===== config.mk =====
export PLATFORM = sky130hd
export DESIGN_NAME = period_match_timer8
export DESIGN_NICKNAME = d
export VERILOG_FILES = /design/src/rtl/period_match_timer8_pkg.sv /design/src/rtl/period_match_timer8.sv
export SDC_FILE = /design/constraint.sdc
export NUM_CORES = 1
export LEC_CHECK = 0
export BUFFER_PORTS_ARGS = -buffer_cell sky130_fd_sc_hd__buf_2
export CAP_MARGIN = 15
export CORE_MARGIN = 5
export CORE_UTILIZATION = 40
export CTS_BUF_LIST = sky130_fd_sc_hd__clkbuf_2 sky130_fd_sc_hd__clkbuf_4 sky130_fd_sc_hd__clkbuf_8
export DETAILED_ROUTE_END_ITERATION = 8
export HOLD_SLACK_MARGIN = 0.02
export MAX_ROUTING_LAYER = met4
export PLACE_DENSITY_LB_ADDON = 0.08
export SYNTH_ARGS = -nofsm -noshare
export SYNTH_HDL_FRONTEND = slang
export SYNTH_SLANG_ARGS = --single-unit

===== constraint.sdc =====
create_clock -name I_CLOCK -period 2.25 [get_ports I_CLOCK]
set_input_delay 0 -clock I_CLOCK [delete_from_list [all_inputs] [get_ports I_CLOCK]]
set_output_delay 0 -clock I_CLOCK [all_outputs]
set_load 0.05 [all_outputs]

===== src/rtl/period_match_timer8_pkg.sv =====
// package for the period match timer: register map, fields, reset values
// assumes an AXI4-Lite master with 32-bit data and aligned word access
package period_match_timer8_pkg;

    // ==========================================================
    // register map
    // register indices; byte address is four times the index
    localparam logic [7:0] IDX_CONTROL = 8'h12;
    localparam logic [7:0] IDX_COUNT = 8'h13;
    localparam logic [7:0] IDX_PERIOD = 8'h14;
    localparam logic [7:0] IDX_IRQ_STATUS = 8'h15;
    localparam logic [7:0] IDX_IRQ_MASK = 8'h16;
    localparam logic [9:0] ADDR_CONTROL = {IDX_CONTROL, 2'h0};
    localparam logic [9:0] ADDR_COUNT = {IDX_COUNT, 2'h0};
    localparam logic [9:0] ADDR_PERIOD = {IDX_PERIOD, 2'h0};
    localparam logic [9:0] ADDR_IRQ_STATUS = {IDX_IRQ_STATUS, 2'h0};
    localparam logic [9:0] ADDR_IRQ_MASK = {IDX_IRQ_MASK, 2'h0};

    // ==========================================================
    // reset values
    localparam logic [7:0] CONTROL_RESET = 8'h00;
    localparam logic [7:0] COUNT_RESET = 8'h00;
    localparam logic [7:0] PERIOD_RESET = 8'hff;
    localparam logic [1:0] OKAY = 2'h0;
    localparam logic [1:0] SLVERR = 2'h2;

    // ==========================================================
    // prescale ratios minus one
    localparam logic [3:0] PRE_DIV1 = 4'h0;
    localparam logic [3:0] PRE_DIV4 = 4'h3;
    localparam logic [3:0] PRE_DIV16 = 4'hf;
    // core clocks per instruction clock minus one
    localparam logic [1:0] INSTR_DIV = 2'h3;

    // control register layout, bit 7 reads zero
    typedef struct packed {
        logic unused_7;
        logic [3:0] postscale_sel;
        logic run_enable;
        logic [1:0] prescale_sel;
    } control_t;

    // time base output to the pwm unit
    typedef struct packed {
        logic [7:0] count;
        logic match;
        logic tick;
    } timebase_t;

endpackage


===== src/rtl/period_match_timer8.sv =====
// 8-bit timer with period match, prescaler, postscaler and AXI4-Lite registers
// assumes I_CLOCK is the oscillator clock and one AXI4-Lite master
//
// Behaviour
// - the counter is an 8-bit register that steps up on each prescaled tick, or clears to zero on a tick while it matches.
// - an 8-bit period register holds the value the counter is compared against.
// - software can read and write counter and period registers at any time.
// - the input is the clock divided by four, then prescaled by 1, 4 or 16 per bits 1:0.
// - a match event occurs on each prescaled tick while the counter equals the period register.
// - matches pass a 4-bit postscaler dividing by 1 to 16 before the interrupt.
// - each postscaler output sets the latched match interrupt flag in bit 1.
// - clearing the run enable in control bit 2 stops the timer, setting it runs it.
// - every reset clears the counter register.
// - prescaler and postscaler clear on counter writes, control writes and reset.
// - writing the control register leaves the counter value alone.
// - count and match timing are exported as the pwm time base.
// - the match output is offered to the serial port as a shift clock source.
// - control sits at index 12h: bit 7 zero, 6:3 postscale, 2 run, 1:0 prescale, reset 0.
// - the postscale field value plus one is the division ratio.
`timescale 1ns/10ps
module period_match_timer8 (
    input wire logic I_CLOCK, // core clock
    input wire logic I_NRST, // async reset, active low
    input wire logic [9:0] I_AWADDR, // write address
    input wire logic I_AWVALID, // write address valid
    output logic O_AWREADY, // write address ready
    input wire logic [31:0] I_WDATA, // write data
    input wire logic [3:0] I_WSTRB, // write strobes
    input wire logic I_WVALID, // write data valid
    output logic O_WREADY, // write data ready
    output logic [1:0] O_BRESP, // write response
    output logic O_BVALID, // write response valid
    input wire logic I_BREADY, // write response ready
    input wire logic [9:0] I_ARADDR, // read address
    input wire logic I_ARVALID, // read address valid
    output logic O_ARREADY, // read address ready
    output logic [31:0] O_RDATA, // read data
    output logic [1:0] O_RRESP, // read response
    output logic O_RVALID, // read data valid
    input wire logic I_RREADY, // read data ready
    output period_match_timer8_pkg::timebase_t O_TIMEBASE, // pwm time base
    output logic O_SHIFT_CLOCK, // serial port shift clock source
    output logic O_IRQ // interrupt, level
);

    // ==========================================================
    // register state
    period_match_timer8_pkg::control_t control_reg;
    logic [7:0] count_reg;
    logic [7:0] period_reg;
    logic [1:0] irq_status_reg;
    logic [1:0] irq_mask_reg;
    logic [1:0] instr_div_reg;
    logic [3:0] prescale_reg;
    logic [3:0] postscale_reg;

    // ==========================================================
    // write channel
    logic [9:0] awaddr_reg;
    logic aw_held_reg;
    logic [31:0] wdata_reg;
    logic [3:0] wstrb_reg;
    logic w_held_reg;
    logic wr_fire;
    logic wr_hit;
    logic wr_control;
    logic wr_count;
    logic wr_period;
    logic wr_status;
    logic wr_mask;

    assign wr_fire = aw_held_reg && w_held_reg && !O_BVALID;
    assign wr_control = wr_fire && awaddr_reg == period_match_timer8_pkg::ADDR_CONTROL
        && wstrb_reg[0];
    assign wr_count = wr_fire && awaddr_reg == period_match_timer8_pkg::ADDR_COUNT
        && wstrb_reg[0];
    assign wr_period = wr_fire && awaddr_reg == period_match_timer8_pkg::ADDR_PERIOD
        && wstrb_reg[0];
    assign wr_status = wr_fire && awaddr_reg == period_match_timer8_pkg::ADDR_IRQ_STATUS
        && wstrb_reg[0];
    assign wr_mask = wr_fire && awaddr_reg == period_match_timer8_pkg::ADDR_IRQ_MASK
        && wstrb_reg[0];
    assign wr_hit = awaddr_reg == period_match_timer8_pkg::ADDR_CONTROL
        || awaddr_reg == period_match_timer8_pkg::ADDR_COUNT
        || awaddr_reg == period_match_timer8_pkg::ADDR_PERIOD
        || awaddr_reg == period_match_timer8_pkg::ADDR_IRQ_STATUS
        || awaddr_reg == period_match_timer8_pkg::ADDR_IRQ_MASK;

    always_ff @(posedge I_CLOCK or negedge I_NRST) begin
        if (!I_NRST) begin
            aw_held_reg <= 1'b0;
            awaddr_reg <= 10'h000;
            O_AWREADY <= 1'b0;
        end else begin
            O_AWREADY <= !aw_held_reg && !(I_AWVALID && O_AWREADY);
            if (I_AWVALID && O_AWREADY) begin
                aw_held_reg <= 1'b1;
                awaddr_reg <= {I_AWADDR[9:2], 2'h0};
            end else if (wr_fire) begin
                aw_held_reg <= 1'b0;
            end
        end
    end

    always_ff @(posedge I_CLOCK or negedge I_NRST) begin
        if (!I_NRST) begin
            w_held_reg <= 1'b0;
            wdata_reg <= 32'h00000000;
            wstrb_reg <= 4'h0;
            O_WREADY <= 1'b0;
        end else begin
            O_WREADY <= !w_held_reg && !(I_WVALID && O_WREADY);
            if (I_WVALID && O_WREADY) begin
                w_held_reg <= 1'b1;
                wdata_reg <= I_WDATA;
                wstrb_reg <= I_WSTRB;
            end else if (wr_fire) begin
                w_held_reg <= 1'b0;
            end
        end
    end

    always_ff @(posedge I_CLOCK or negedge I_NRST) begin
        if (!I_NRST) begin
            O_BVALID <= 1'b0;
            O_BRESP <= period_match_timer8_pkg::OKAY;
        end else if (wr_fire) begin
            O_BVALID <= 1'b1;
            O_BRESP <= wr_hit ? period_match_timer8_pkg::OKAY : period_match_timer8_pkg::SLVERR;
        end else if (I_BREADY) begin
            O_BVALID <= 1'b0;
        end
    end

    // ==========================================================
    // read channel
    logic [31:0] rd_word;
    logic rd_hit;

    always_comb begin
        rd_word = 32'h00000000;
        rd_hit = 1'b1;
        case ({I_ARADDR[9:2], 2'h0})
            period_match_timer8_pkg::ADDR_CONTROL: rd_word[7:0] = {1'b0, control_reg[6:0]};
            period_match_timer8_pkg::ADDR_COUNT: rd_word[7:0] = count_reg;
            period_match_timer8_pkg::ADDR_PERIOD: rd_word[7:0] = period_reg;
            period_match_timer8_pkg::ADDR_IRQ_STATUS: rd_word[1:0] = irq_status_reg;
            period_match_timer8_pkg::ADDR_IRQ_MASK: rd_word[1:0] = irq_mask_reg;
            default: rd_hit = 1'b0;
        endcase
    end

    always_ff @(posedge I_CLOCK or negedge I_NRST) begin
        if (!I_NRST) begin
            O_ARREADY <= 1'b0;
            O_RVALID <= 1'b0;
            O_RDATA <= 32'h00000000;
            O_RRESP <= period_match_timer8_pkg::OKAY;
        end else begin
            O_ARREADY <= !O_RVALID && !(I_ARVALID && O_ARREADY);
            if (I_ARVALID && O_ARREADY) begin
                O_RVALID <= 1'b1;
                O_RDATA <= rd_word;
                O_RRESP <= rd_hit ? period_match_timer8_pkg::OKAY
                    : period_match_timer8_pkg::SLVERR;
            end else if (I_RREADY) begin
                O_RVALID <= 1'b0;
            end
        end
    end

    // ==========================================================
    // control and period registers
    always_ff @(posedge I_CLOCK or negedge I_NRST) begin
        if (!I_NRST) begin
            control_reg <= period_match_timer8_pkg::CONTROL_RESET;
        end else if (wr_control) begin
            control_reg <= {1'b0, wdata_reg[6:0]};
        end
    end

    always_ff @(posedge I_CLOCK or negedge I_NRST) begin
        if (!I_NRST) begin
            period_reg <= period_match_timer8_pkg::PERIOD_RESET;
        end else if (wr_period) begin
            period_reg <= wdata_reg[7:0];
        end
    end

    // ==========================================================
    // clock division and prescaler
    logic instr_tick;
    logic pre_tick;
    logic scaler_clear;
    logic [3:0] pre_limit;
    logic match;
    logic post_tick;

    assign scaler_clear = wr_count || wr_control;
    assign instr_tick = control_reg.run_enable
        && instr_div_reg == period_match_timer8_pkg::INSTR_DIV;

    always_comb begin
        case (control_reg.prescale_sel)
            2'h0: pre_limit = period_match_timer8_pkg::PRE_DIV1;
            2'h1: pre_limit = period_match_timer8_pkg::PRE_DIV4;
            default: pre_limit = period_match_timer8_pkg::PRE_DIV16;
        endcase
    end

    assign pre_tick = instr_tick && prescale_reg == pre_limit;

    // divider stopped while not running to save power
    always_ff @(posedge I_CLOCK or negedge I_NRST) begin
        if (!I_NRST) begin
            instr_div_reg <= 2'h0;
        end else if (scaler_clear || !control_reg.run_enable) begin
            instr_div_reg <= 2'h0;
        end else begin
            instr_div_reg <= instr_div_reg + 2'h1;
        end
    end

    always_ff @(posedge I_CLOCK or negedge I_NRST) begin
        if (!I_NRST) begin
            prescale_reg <= 4'h0;
        end else if (scaler_clear || pre_tick) begin
            prescale_reg <= 4'h0;
        end else if (instr_tick) begin
            prescale_reg <= prescale_reg + 4'h1;
        end
    end

    // ==========================================================
    // counter and match
    assign match = count_reg == period_reg;

    always_ff @(posedge I_CLOCK or negedge I_NRST) begin
        if (!I_NRST) begin
            count_reg <= period_match_timer8_pkg::COUNT_RESET;
        end else if (wr_count) begin
            count_reg <= wdata_reg[7:0];
        end else if (pre_tick) begin
            count_reg <= match ? 8'h00 : count_reg + 8'h01;
        end
    end

    // ==========================================================
    // postscaler
    always_ff @(posedge I_CLOCK or negedge I_NRST) begin
        if (!I_NRST) begin
            postscale_reg <= 4'h0;
        end else if (scaler_clear) begin
            postscale_reg <= 4'h0;
        end else if (pre_tick && match) begin
            postscale_reg <= post_tick ? 4'h0 : postscale_reg + 4'h1;
        end
    end

    assign post_tick = postscale_reg == control_reg.postscale_sel;

    // ==========================================================
    // interrupts and exported time base
    logic post_event;

    assign post_event = pre_tick && match && !scaler_clear && post_tick;

    always_ff @(posedge I_CLOCK or negedge I_NRST) begin
        if (!I_NRST) begin
            irq_status_reg <= 2'h0;
        end else begin
            irq_status_reg[0] <= 1'b0;
            // set wins over a write-one clear
            if (post_event) begin
                irq_status_reg[1] <= 1'b1;
            end else if (wr_status && wdata_reg[1]) begin
                irq_status_reg[1] <= 1'b0;
            end
        end
    end

    always_ff @(posedge I_CLOCK or negedge I_NRST) begin
        if (!I_NRST) begin
            irq_mask_reg <= 2'h0;
        end else if (wr_mask) begin
            irq_mask_reg <= {wdata_reg[1], 1'b0};
        end
    end

    always_ff @(posedge I_CLOCK or negedge I_NRST) begin
        if (!I_NRST) begin
            O_IRQ <= 1'b0;
            O_TIMEBASE <= '0;
            O_SHIFT_CLOCK <= 1'b0;
        end else begin
            O_IRQ <= |(irq_status_reg & irq_mask_reg);
            O_TIMEBASE <= {count_reg, match, pre_tick};
            O_SHIFT_CLOCK <= pre_tick && match;
        end
    end

endmodule


==> results.py <==
metrics = {
    "worst_setup_path": {
        "critPathMaxFanout": 10,
        "start_kind": "flip-flop",
        "endpoint_kind": "flip-flop",
        "cp.arrival_ns": 2.40,
        "cp_cell_sequence": "or3_4, a2111oi_4, o21bai_2, buf_4, o41ai_1, a31o_2",
        "crit_path_max_incr_delay_ns": 0.44,
        "regToRegStartpoint": "prescale_reg[1]",
        "path_class": "reg2reg",
        "worstSetupStartpoint": "prescale_reg[1]",
        "slowest_stage": "dfrtp_1",
        "worstPathRequired_ns": 2.53,
    },
    "worst_hold_path": {
        "hp-start": "I_ARADDR[4]",
        "hold_path_class": "in2reg",
    },
    "global_route": {
        "grt_pass1_vias": 2917,
        "antenna_found_initial": 0,
        "grt_first_pass_wirelength_um": 14700,
        "grt_start_max_net_pins": 44,
        "grt_use_total_pct": 16.4,
        "overflow": 0,
    },
    "floorplanning": {
        "die_w_um": 109,
        "io_pins": 116,
        "row_count": 36,
        "dieArea_sq_um": 11800,
        "fp.dieH_um": 109,
        "start_util_pct": 40.3,
        "core_area_sq_um": 9640,
    },
    "clock_tree": {
        "cts_root_buffer": "clkbuf_8",
        "clock_latency_ns": 0.34,
        "htree_levels": 3,
        "clock-sinks": 81,
        "cts.reportedPaths.clkPinSlew_ns": 0.09,
        "clock_path_buffers": 2,
        "cts_buffers": 9,
        "cts_tree": "built",
    },
    "power_and_ir_drop": {
        "power_frac_seq_pct": 47.1,
        "p_sw_w": 0.00165,
        "power_frac_comb_pct": 30.4,
        "cellLeakagePower_nw": 2.34,
        "p_clk_share_pct": 22.5,
        "sw_frac_of_total_pct": 38.6,
        "ir_drop_v": 0.000775,
        "p_int_w": 0.00263,
        "power_per_cell_area_nw_per_um2": 885,
        "power.total_w": 0.00428,
    },
    "synth": {
        "yosysTopAreaCellShare_pct": 47.0,
        "async_flop_share_pct": 100,
        "synthTopCellsByArea": "dfrtp_1 47%, mux2_2 9.8%, dfstp_2 5.4%",
        "syn_area_sq_um": 3890,
        "yosysMostFrequentCell": "dfrtp_1",
        "synth.cells.most_frequent": "73 x dfrtp_1, 34 x mux2_2, 26 x buf_4",
        "synth_top_cell_by_area": "dfrtp_1",
        "ys_ff_latch": 81,
        "synth_warnings": 0,
        "yosysSeqAreaShare_pct": 52.4,
        "syn_area_per_cell_sq_um": 11.4,
        "synth_flop_cell": "dfrtp_1",
        "netlist_instances": 341,
        "ys_types": 51,
        "synth_edf_count": 0,
    },
    "timing": {
        "slew_headroom_pct": 62.9,
        "worst-slew-pin-transition_ns": 0.556,
        "setup_viol": 0,
        "maxSlewViolCount": 0,
        "fin_setup_tns_ns": 0,
        "fin_crit_sh_pct": 94.2,
        "skew_ns": 0.00665,
        "rsz0062_at_grt": "false",
        "max_freq_mhz": 472,
        "final_hold_viol_count": 0,
        "period_needed_ns": 2.12,
        "worst_slack_ns": 0.132,
    },
    "route": {
        "remaining_drc_errors": 0,
        "ant_nets": 0,
        "routed_wl_um": 8830,
        "vias": 2938,
        "wl_met1_um": 4100,
        "wl_met2_um": 4050,
        "wl_met3_um": 474,
        "highest_layer": "met4",
        "via_per_inst": 4.99,
        "drt_iter0_drc": 118,
        "first_pass_iters": 4,
        "wl_per_cell_um": 15.0,
    },
    "job": {
        "cap_violations": 0,
    },
    "finish": {
        "diodes": 0,
        "layout.nets": 518,
        "syn_to_final_growth_pct": 24.5,
        "largest_reg_flops": 10,
        "fin_area_sq_um": 4840,
        "top_register": "O_TIMEBASE",
        "finish.utilization_pct": 50.2,
        "drive_gt1_share_pct": 33.8,
    },
    "run_status": {
        "run_status": "complete, no violations",
    },
    "placed_design": {
        "numPortBuffers": 58,
        "preCtsSetupSlack_ns": 0.132,
        "place_hpwl_um": 6650,
        "place_area_sq_um": 4430,
        "place_congestion": 0.893,
    },
}
-- final timing paths --
kind | to | slack (ns) | cells after the start
hold / removal | O_RRESP[1] | 0.12 | 4
hold reg to reg | instr_div_reg[0] | 0.45 | 1
max in group asynchronous | period_reg[7] | 1.34 | 3
setup / recovery | count_reg[2] | 0.13 | 6
setup reg to reg | count_reg[2] | 0.13 | 6
min in group asynchronous | O_TIMEBASE[1] | 0.17 | 2
-- final cells by class --
cell class                      instances  area, sq um
Fill cell                             939         4800
Timing Repair Buffer                  108          738
Tap cell                              133          166
Inverter                                8         30.0
Sequential cell                        81         2040
Clock inverter                          7         55.1
Multi-Input combinational cell        243         1690
Clock buffer                            9          124
-- power by group through the flow --
stage / Combinational (W) / Sequential (W) / Clock, W
3_3_place_gp: 0.00126 / 0.00204 / 0
3_5_place_dp: 0.00127 / 0.00204 / 0
6_report: 0.00130 / 0.00202 / 0.000964
4_1_cts: 0.00131 / 0.00202 / 0.00102
5_1_grt: 0.00143 / 0.00207 / 0.00108
2_1_floorplan: 0.000727 / 0.00217 / 0
-- kinds of logic (layout without fill, tap and decap cells) --
kind of cell    count (synthesis)  in the layout  synth area share (%)
compound gates                 77             77                  14.1
simple gates                   87             87                  12.2
buf+inv                        42            132                  6.63
mux                            37             37                  10.6
flops                          81             81                  52.4
fa+ha+maj                       4              4                  1.29
other cells                     1             26                0.0964
xor+xnor                       12             12                  2.70
-- routing by layer --
layer  track usage [%]  vias up
met5                 -        -
met4              7.30        0
met3              2.93       15
met2              24.7       94
met1              21.7     1409
li1                  -     1420
-- timing repair --
item,4_1_cts,5_1_grt
buffers inserted,0,0
endpoints found under the setup margin,0,3
endpoints found under the hold margin,64,0
resized for setup,0,1
hold buffers,23,0
-- per-stage QoR --
stage               instances  hold WS [ns]
finish                    589         0.115
CTS                       589        0.0903
global route              589         0.117
detailed placement        550        0.0319
floorplan                 366        -0.296
global placement          550        0.0260
-- placed cells by master (no fill, tap or decap), drive strengths merged, types with 5 or more instances in the layout --
cell type | synthesis | final
buf | 28 | 85
dfstp | 8 | 8
o2bb2ai | 6 | 6
a21oi | 16 | 16
dfrtp | 73 | 73
dlygate4sd3 | 0 | 23
o21ai | 17 | 17
xor2 | 12 | 12
a22oi | 7 | 7
a32oi | 5 | 5
a211oi | 5 | 5
nor3 | 6 | 6
clkbuf | 6 | 9
inv | 7 | 9
nand3 | 8 | 8
nor2 | 16 | 16
a22o | 7 | 7
conb | 1 | 26
mux2 | 34 | 34
nand2 | 23 | 23
-- critical path, delay by kind of cell, from the launching register on --
kind                   cells  cell delay (ns)
DFF                        1             0.44
buffers and inverters      1             0.20
AOI/OAI and AO/OA          4             1.07
and+or+nand+nor            1             0.35
No activity file was read; power rests on OpenSTA's default activity.
